**src/adc_conversion_control_map.vh**
```
`ifndef ADC_CONVERSION_CONTROL_MAP_VH
`define ADC_CONVERSION_CONTROL_MAP_VH
// register offsets on the plain register port
`define ADDR_CONVERTER_CONTROL_0 4'h0
`define ADDR_RESULT_HIGH 4'h1
`define ADDR_RESULT_LOW 4'h2
`define ADDR_PERIPHERAL_IRQ_ENABLE_ONE 4'h3
`define ADDR_IRQ_CONTROL 4'h4
`define ADDR_CONVERSION_FLAGS 4'h5
// field positions
`define BIT_CONVERTER_ON 0
`define BIT_GO_DONE 1
`define BIT_CONVERSION_IRQ_ENABLE 6
`define BIT_PERIPHERAL_IRQ_GATE 6
`define BIT_CONVERSION_DONE_FLAG 6
// reset values
`define RESET_BYTE 8'h00
// conversion timing: bit-resolve periods per bit
`define CONVERSION_BITS 10
`define CYCLES_PER_BIT 4
`endif

```
**src/adc_conversion_control.v**
```verilog
// Decided for this implementation: the address-and-strobe port and the register offsets.
`timescale 1ns/100ps
`include "adc_conversion_control_map.vh"
module adc_conversion_control #(
  parameter NBITS = `CONVERSION_BITS, // result width, msb resolved first
  parameter BIT_CYCLES = `CYCLES_PER_BIT // clocks spent on each bit
) (
  // system clock
  input wire MCLK,
  // asynchronous device reset, active high
  input wire RST,
  // register address
  input wire [3:0] ADDR,
  // register write data
  input wire [7:0] WDATA,
  // one-cycle write strobe
  input wire WR,
  // one-cycle read strobe
  input wire RD,
  // read data, valid the cycle after the strobe
  output reg [7:0] RDATA,
  // comparator answer from the analog core
  input wire COMPARE_IN,
  // power request to the analog core
  output wire CONVERTER_POWER,
  // high while a conversion runs
  output wire SAMPLE_ACTIVE,
  // converter interrupt request to the core
  output wire IRQ
);

  // one-hot sequencer states
  localparam ST_IDLE = 2'b01; // waiting for go
  localparam ST_CONV = 2'b10; // resolving bits

  // sized copies of the parameters, so compares never truncate silently
  localparam [3:0] TOP_INDEX = NBITS - 1; // index of the msb
  localparam [7:0] LAST_SLOT = BIT_CYCLES - 1; // final cycle of a bit slot

  // control and status storage
  reg [1:0] state; // one-hot state
  reg converter_on; // power control bit
  reg go_done; // busy bit, reads back as set while converting
  reg conversion_done_flag; // sticky completion flag
  reg [7:0] peripheral_irq_enable_one; // enable byte, only bit 6 used here
  reg peripheral_irq_gate; // peripheral interrupt gate

  // successive approximation storage
  reg [NBITS-1:0] sar; // trial/resolved bits, msb first
  reg [NBITS-1:0] result; // stored result
  reg [3:0] bit_index; // bit being resolved
  reg [7:0] bit_timer; // cycles within one bit
  reg last_bit; // value of last resolved bit, 0 before any
  reg [NBITS-1:0] filled; // abort fill value

  // address decode of the write strobe
  wire wr_ctrl = WR && (ADDR == `ADDR_CONVERTER_CONTROL_0); // control write
  wire wr_enable = WR && (ADDR == `ADDR_PERIPHERAL_IRQ_ENABLE_ONE); // enable write
  wire wr_irq_ctl = WR && (ADDR == `ADDR_IRQ_CONTROL); // gate write
  wire wr_flags = WR && (ADDR == `ADDR_CONVERSION_FLAGS); // flag write

  // sequencer events
  wire converting = state[1]; // conversion in progress
  // go must come with the power bit kept on in the same write
  wire go_write = wr_ctrl && WDATA[`BIT_GO_DONE] && WDATA[`BIT_CONVERTER_ON];
  // clearing go, or dropping power, ends a running conversion
  wire abort_write = wr_ctrl && (!WDATA[`BIT_GO_DONE] || !WDATA[`BIT_CONVERTER_ON]);
  // a go in the very write that powers up is refused
  wire start = state[0] && go_write && converter_on;
  wire stop = converting && abort_write;
  wire bit_tick = converting && (bit_timer == LAST_SLOT); // end of a bit slot
  wire finish = bit_tick && (bit_index == 4'h0) && !stop; // last bit resolved
  integer i; // fill loop index

  assign CONVERTER_POWER = converter_on;
  assign SAMPLE_ACTIVE = converting; // analog core busy indication
  // gate is the master condition for any peripheral source
  assign IRQ = peripheral_irq_gate && conversion_done_flag &&
               peripheral_irq_enable_one[`BIT_CONVERSION_IRQ_ENABLE];

  // partial result: the bit in trial and all below copy the last resolved one
  always @* begin
    filled = sar;
    for (i = 0; i < NBITS; i = i + 1) begin
      if (i <= bit_index) begin
        filled[i] = last_bit;
      end
    end
  end

  // power bit; clearing it mid-conversion also aborts, see stop
  always @(posedge MCLK or posedge RST) begin
    if (RST) begin
      converter_on <= 1'b0;
    end else if (wr_ctrl) begin
      converter_on <= WDATA[`BIT_CONVERTER_ON];
    end
  end

  // per-source enable byte, all bits stored for software
  always @(posedge MCLK or posedge RST) begin
    if (RST) begin
      peripheral_irq_enable_one <= `RESET_BYTE;
    end else if (wr_enable) begin
      peripheral_irq_enable_one <= WDATA;
    end
  end

  // peripheral gate bit
  always @(posedge MCLK or posedge RST) begin
    if (RST) begin
      peripheral_irq_gate <= 1'b0;
    end else if (wr_irq_ctl) begin
      peripheral_irq_gate <= WDATA[`BIT_PERIPHERAL_IRQ_GATE];
    end
  end

  // completion flag; a set in the same cycle as a clear wins,
  // so software can never lose a completion it has not seen
  always @(posedge MCLK or posedge RST) begin
    if (RST) begin
      conversion_done_flag <= 1'b0;
    end else if (finish) begin
      conversion_done_flag <= 1'b1;
    end else if (wr_flags && !WDATA[`BIT_CONVERSION_DONE_FLAG]) begin
      conversion_done_flag <= 1'b0; // writing 0 clears
    end
  end

  // sequencer state
  always @(posedge MCLK or posedge RST) begin
    if (RST) begin
      state <= ST_IDLE;
    end else begin
      case (state)
        ST_IDLE: begin
          if (start) begin
            state <= ST_CONV;
          end
        end
        ST_CONV: begin
          // abort has priority over a finish in the same cycle
          if (stop || finish) begin
            state <= ST_IDLE;
          end
        end
        default: begin
          state <= ST_IDLE; // illegal code recovers to idle
        end
      endcase
    end
  end

  // go/done bit mirrors the sequencer for software reads
  always @(posedge MCLK or posedge RST) begin
    if (RST) begin
      go_done <= 1'b0;
    end else if (start) begin
      go_done <= 1'b1;
    end else if (stop || finish) begin
      go_done <= 1'b0;
    end
  end

  // bit slot timing and trial bits
  always @(posedge MCLK or posedge RST) begin
    if (RST) begin
      sar <= {NBITS{1'b0}};
      bit_index <= 4'h0;
      bit_timer <= 8'h00;
      last_bit <= 1'b0;
    end else if (start) begin
      // msb goes on trial first; nothing resolved yet
      sar <= {1'b1, {(NBITS-1){1'b0}}};
      bit_index <= TOP_INDEX;
      bit_timer <= 8'h00;
      last_bit <= 1'b0;
    end else if (converting && !stop) begin
      if (bit_tick) begin
        bit_timer <= 8'h00;
        sar[bit_index] <= COMPARE_IN; // keep or drop trial bit
        last_bit <= COMPARE_IN;
        if (bit_index != 4'h0) begin
          sar[bit_index - 4'h1] <= 1'b1; // next trial bit
          bit_index <= bit_index - 4'h1;
        end
      end else begin
        bit_timer <= bit_timer + 8'h01;
      end
    end
  end

  // result registers: full result on finish, filled partial on abort
  always @(posedge MCLK or posedge RST) begin
    if (RST) begin
      result <= {NBITS{1'b0}};
    end else if (stop) begin
      result <= filled;
    end else if (finish) begin
      result <= {sar[NBITS-1:1], COMPARE_IN};
    end
  end

  // read data one cycle after the strobe; unmapped reads zero
  always @(posedge MCLK or posedge RST) begin
    if (RST) begin
      RDATA <= 8'h00;
    end else if (RD) begin
      case (ADDR)
        `ADDR_CONVERTER_CONTROL_0: RDATA <= {6'h00, go_done, converter_on};
        `ADDR_RESULT_HIGH: RDATA <= {6'h00, result[NBITS-1:NBITS-2]};
        `ADDR_RESULT_LOW: RDATA <= result[7:0];
        `ADDR_PERIPHERAL_IRQ_ENABLE_ONE: RDATA <= peripheral_irq_enable_one;
        `ADDR_IRQ_CONTROL: RDATA <= {1'b0, peripheral_irq_gate, 6'h00};
        `ADDR_CONVERSION_FLAGS: RDATA <= {1'b0, conversion_done_flag, 6'h00};
        default: RDATA <= 8'h00;
      endcase
    end else begin
      // data stands for one cycle only
      RDATA <= 8'h00;
    end
  end
endmodule

```
**config.mk**
```make
export PLATFORM = sky130hd
export DESIGN_NAME = adc_conversion_control
export DESIGN_NICKNAME = d
export VERILOG_FILES = /design/src/adc_conversion_control.v
export VERILOG_INCLUDE_DIRS = /design/src /design/src/src
export SDC_FILE = /design/constraint.sdc
export NUM_CORES = 1
export LEC_CHECK = 0
export ABC_AREA = 1
export CAP_MARGIN = 20
export CELL_PAD_IN_SITES_DETAIL_PLACEMENT = 0
export CELL_PAD_IN_SITES_GLOBAL_PLACEMENT = 1
export CORE_MARGIN = 5
export CORE_UTILIZATION = 50
export DETAILED_ROUTE_END_ITERATION = 10
export DONT_BUFFER_PORTS = 1
export PLACE_DENSITY = 0.92
export SYNTH_ARGS = -nofsm -noshare
export SYNTH_HDL_FRONTEND = slang
export SYNTH_SLANG_ARGS = --single-unit
```
**constraint.sdc**
```tcl
create_clock -name MCLK -period 3.44 [get_ports MCLK]
set_input_delay 0.172 -clock MCLK [delete_from_list [all_inputs] [get_ports MCLK]]
set_output_delay 0.172 -clock MCLK [all_outputs]
set_load 0.05 [all_outputs]
```
== Word level (Yosys, flattened, before mapping) ==
Index checks and enable logic that the tools add are counted.
W data, S select, Z words.

* Register bits after elaboration: 55
* Input port bits: 17
* Output and inout port bits: 11

* Add/sub/neg operators: 2
* Magnitude comparators: 13
* Equality and inequality tests: 10
* Muxes and demuxes: 39
* Bitwise gates (word level): 1
* Reductions and logical operators: 37

{| class="wikitable"
|+ Operators by type and width
! cell !! number
|-
| $mux W10 || 6
|-
| $pmux W8 S6 || 1
|-
| $mux W8 || 4
|-
| $logic_and A1 B1 Y1 || 19
|-
| $mux W1 || 18
|-
| $le A3 B4 Y1 const A || 4
|-
| $mux W4 || 4
|-
| $reduce_bool A2 Y1 || 6
|-
| $bwmux W10 || 1
|-
| $lt A4 B5 Y1 const B || 2
|-
| $or A10 B10 Y10 || 1
|-
| $add A8 B1 Y8 const B || 1
|-
| $demux W1 S4 || 2
|-
| $eq A4 B2 Y1 const B || 2
|-
| $eq A4 B3 Y1 const B || 2
|-
| $eq A8 B2 Y1 const B || 1
|-
| $ge A4 B1 Y1 const B || 2
|-
| $le A2 B4 Y1 const A || 2
|-
| $le A4 B4 Y1 const A || 2
|-
| $logic_not A4 Y1 || 2
|-
| $eq A4 B1 Y1 const B || 1
|-
| $le A1 B4 Y1 const A || 1
|-
| $logic_not A1 Y1 || 4
|-
| $mux W2 || 2
|-
| 9 further kinds || 12
|}

== Depth between registers and ports, before layout ==
* Word-level depth: 10
* Gate-level depth with buffers: 10

== Worst setup path after synthesis ==
No wires, ideal clock.

* Path kind: reg2reg
* From: reg state[1]
* To: reg result[1]
* Setup time: 0.116 ns
* Data arrival time: 1.482 ns
* Required time: 3.324 ns
* Slack: 1.841 ns
* Cell stages (with the launch flop): 9
* Buffers on the path: 1
* Period minus slack after synthesis: 1.599 ns
* Cell sequence: dfrtp_1 > nand2_1 > nor2_1 > nand2_2 > nor2_2 > nor2_2 > buf_4 > nand2_1 > nand2_1

* Longest elaborated chain between the ends: 4
* Elaborated cells on any way between the ends: 7

{| class="wikitable"
|+ RTL lines
! item !! RTL line !! RTL
|-
| from (decl) || adc_conversion_control.v:41 || <nowiki>reg [1:0] state;</nowiki>
|-
| from (signal assigned) || adc_conversion_control.v:133 || <nowiki>state <= ST_IDLE;</nowiki>
|-
| from (signal assigned) || adc_conversion_control.v:138 || <nowiki>state <= ST_CONV;</nowiki>
|-
| from (signal assigned) || adc_conversion_control.v:144 || <nowiki>state <= ST_IDLE;</nowiki>
|-
| $logic_and A1 B1 Y1 (on tied branches) || adc_conversion_control.v:71, adc_conversion_control.v:70 ||
|-
| $logic_and A1 B1 Y1 or $logic_not A1 Y1 (tied branches) || adc_conversion_control.v:72 || <nowiki>wire finish = bit_tick && (bit_index == 4'h0) && !stop;</nowiki>
|-
| $logic_and A1 B1 Y1 || adc_conversion_control.v:72 ||
|-
| $reduce_bool A2 Y1 (no source line) || n/a ||
|-
| to (signal assigned) || adc_conversion_control.v:196 || <nowiki>result <= {NBITS{1'b0}};</nowiki>
|-
| to (signal assigned) || adc_conversion_control.v:198 || <nowiki>result <= filled;</nowiki>
|-
| to (signal assigned) || adc_conversion_control.v:200 || <nowiki>result <= {sar[NBITS-1:1], COMPARE_IN};</nowiki>
|-
| to (decl) || adc_conversion_control.v:50 || <nowiki>reg [NBITS-1:0] result;</nowiki>
|}

Parallel ways exist; a longest one is shown, timed or not.
A chain may end at the register's enable or synchronous reset.

== Worst setup path in the final report ==
* From: reg converter_on (netlist: CONVERTER_POWER)
* To: reg sar[1]

* Longest elaborated chain between the ends: 3
* Elaborated cells on any way between the ends: 5

{| class="wikitable"
|+ RTL lines
! item !! RTL line !! RTL
|-
| from (decl) || adc_conversion_control.v:42 || <nowiki>reg converter_on;</nowiki>
|-
| from (signal assigned) || adc_conversion_control.v:96 || <nowiki>converter_on <= WDATA[`BIT_CONVERTER_ON];</nowiki>
|-
| $logic_and A1 B1 Y1 (*) || adc_conversion_control.v:69 || <nowiki>wire start = state[0] && go_write && converter_on;</nowiki>
|-
| $reduce_bool A2 Y1 (no source line) || n/a ||
|-
| $reduce_and A2 Y1 (no source line) || n/a ||
|-
| to (signal assigned) || adc_conversion_control.v:168 || <nowiki>sar <= {NBITS{1'b0}};</nowiki>
|-
| to (signal assigned) || adc_conversion_control.v:174 || <nowiki>sar <= {1'b1, {(NBITS-1){1'b0}}};</nowiki>
|-
| to (decl) || adc_conversion_control.v:49 || <nowiki>reg [NBITS-1:0] sar;</nowiki>
|}

Mark *: on every way between the ends. The rest lies on a longest branch, timed or not.

==> flow_summary.json <==
{
  "yosysWarningCount": 0,
  "avgRoutedWirePerCell_um": 13.8,
  "finalCritPeriodShare_pct": 61.9,
  "syn_to_final_growth_pct": 5.47,
  "ant_nets": 0,
  "outcome": "complete, no violations",
  "crit_chain": "nand2_1, inv_1, nand2_1, inv_1, nand2_1, nand2_4, nand2_4, nand2_1, nand2_1",
  "drv_slew": 0,
  "dieHeight_um": 90.6,
  "numCtsBuffers": 5,
  "setup_tns_ns": 0,
  "diodes": 0,
  "track_usage_pct": 17.8,
  "critPathKind": "reg -> reg",
  "grt_pass1_vias": 2603,
  "gp_congestion": 0.793,
  "cap_violations": 0,
  "worstPathArrival_ns": 2.34,
  "relSlewSlack_pct": 40.4,
  "worstMarginPinSlew_ns": 0.891,
  "routed_via_density": 5.44,
  "nNetsFinal": 477,
  "syn_nets": 476,
  "ir_drop_v": 0.000197,
  "ys_ff_latch": 54,
  "ys_seq_area_share_pct": 41.6,
  "critPathMaxFanout": 13,
  "clkSlewWorstSetupHoldPaths_ns": 0.10,
  "drt-total-wl_um": 7310,
  "p_leak_nw": 1.82,
  "crit_required_ns": 3.65,
  "ys_types": 29,
  "fp.dieArea_um2": 8210,
  "clk_latency_ns": 0.31,
  "cts_root_buf": "clkbuf_8",
  "layout_common_cells": "nand2_1, dfrtp_1, nand3_1",
  "period_minus_slack_ns": 2.13,
  "place_inst": 518,
  "rows": 29,
  "drt_iter0_markers": 181,
  "final_common_cell": "nand2_1",
  "slowest_delay_ns": 0.72,
  "clock_skew_ns": 0.00555,
  "antenna_found_initial": 0,
  "h-tree-depth": 2,
  "numPortBuffers": 0,
  "clock_tree.buffer_depth": 2,
  "drc": 0,
  "endpoint_kind": "register",
  "avgSynthCellArea_um2": 7.19,
  "grt_start_max_net_pins": 39,
  "firstDrtPassIters": 5,
  "start_kind": "register",
  "cts_tree": "yes",
  "overflow": 0,
  "fmax_ghz": 0.470,
  "drive_gt1_share_pct": 7.93,
  "ioPinCount": 28,
  "vias": 2886,
  "hold_path.class": "in -> reg",
  "hold_viol": 0,
  "cpMostUsedCell": "nand2_1",
  "final_cells": 531,
  "core_um2": 6350,
  "die-width_um": 90.6,
  "cts_sinks": 54,
  "cp_slowest_cell": "dfrtp_1",
  "setup_violations": 0,
  "syn-cell-area_um2": 3250,
  "start_util_pct": 51.2,
  "powerDensity_nw_per_um2": 338,
  "dpl.hpwl_um": 5290,
  "syn_inst": 452,
  "rsz0062_at_grt": "no",
  "cts_setup_buffers": 0,
  "grt_pass1_wl_um": 12400
}
==> final cells by class <==
cell class / count / area (um2)
fill: 605 / 2920
tap: 77 / 96.3
multi-input combinational: 336 / 1650
sequential: 54 / 1350
clock inverter: 2 / 15.0
inverter: 50 / 188
timing repair buffer: 6 / 57.6
clock buffer: 6 / 72.6
==> stage by stage <==
| step | util [%] | instance area, um2 | power, mW | hold WS, ns | setup WS (ns) |
|---|---|---|---|---|---|
| final | 54.0 | 3430 | 1.16 | 0.0107 | 1.31 |
| after global routing | 54.0 | 3430 | 1.21 | 0.00204 | 1.14 |
| after CTS | 53.5 | 3400 | 1.16 | 0.00662 | 1.31 |
| after detailed placement | 51.8 | 3290 | 0.802 | 0.0384 | 1.34 |
| after global placement | 51.8 | 3290 | 0.797 | 0.0360 | 1.36 |
| after floorplan | - | 3250 | 0.782 | 0.322 | 1.84 |
==> sequential cells by signal, indices dropped and copies added (netlist names), 2 cells and up <==
register and flops:
sar 9, result 10, bit_timer 8, peripheral_irq_enable_one 8
state 2, RDATA 8, bit_index 4
==> critical path, delay by kind of cell (launching register included) <==
kind                   cells  cell delay (ns)
AND/OR/NAND/NOR            7             1.16
buffers and inverters      2             0.15
flip-flops                 1             0.72
==> power by group <==
group          leakage (nW)  internal [mW]  switching, mW
Clock                0.0374          0.144          0.221
Sequential            0.729          0.669         0.0389
Combinational          1.06         0.0326         0.0521
Total                  1.82          0.846          0.312
==> synth_stat cells, drive strengths merged <==
| cell | number | share of area (%) |
|---|---|---|
| a21oi | 8 | 1.2 |
| a41oi | 2 | 0.54 |
| buf | 9 | 1.6 |
| clkbuf | 3 | 0.35 |
| dfrtp | 53 | 41 |
| dfstp | 1 | 0.81 |
| ha | 7 | 2.7 |
| inv | 50 | 5.8 |
| mux2 | 5 | 1.7 |
| nand2 | 181 | 22 |
| nand3 | 49 | 8.1 |
| nand4 | 21 | 4.0 |
| nor2 | 23 | 3.9 |
| nor3 | 1 | 0.31 |
| o211ai | 1 | 0.23 |
| o21ai | 35 | 5.5 |
| xnor2 | 1 | 0.27 |
| xor2 | 2 | 0.54 |
==> logic make-up (layout without fill, tap and decap cells) <==
family,count (synthesis),in the layout,synth area share [%]
compound gates,46,46,7.51
flops,54,54,41.6
buf+inv,62,64,7.74
fa+ha+maj,7,7,2.69
simple gates,275,275,37.9
xor+xnor,3,3,0.808
mux,5,5,1.73
==> layer usage <==
layer | GRT usage [%] | up-vias | wire, um
li1 | - | 1459 | -
met1 | 23.8 | 1339 | 3360
met2 | 29.5 | 79 | 3480
met3 | 3.50 | 9 | 376
met4 | 4.59 | 0 | 91
met5 | 0 | - | 0
==> final timing paths <==
path	from	slack, ns	cells past startpoint	to
hold / removal	WDATA[2]	0.01	1	peripheral_irq_enable_one[2]$_DFFE_PP0P_
hold reg to reg	go_done$_DFFE_PP0P_	0.48	2	go_done$_DFFE_PP0P_
min in group asynchronous	RST	0.27	2	peripheral_irq_enable_one[6]$_DFFE_PP0P_
max in group asynchronous	RST	2.34	3	state[0]$_DFFE_PP1P_
setup / recovery	CONVERTER_POWER$_DFFE_PP0N_	1.31	9	sar[1]$_DFFE_PP0P_
setup reg to reg	CONVERTER_POWER$_DFFE_PP0N_	1.31	9	sar[1]$_DFFE_PP0P_
==> repair_timing <==
item                                   CTS  global route
resized for setup                        0             0
endpoints found under the hold margin   17             3
hold buffers                             2             3
No activity file was read; power rests on OpenSTA's default activity.
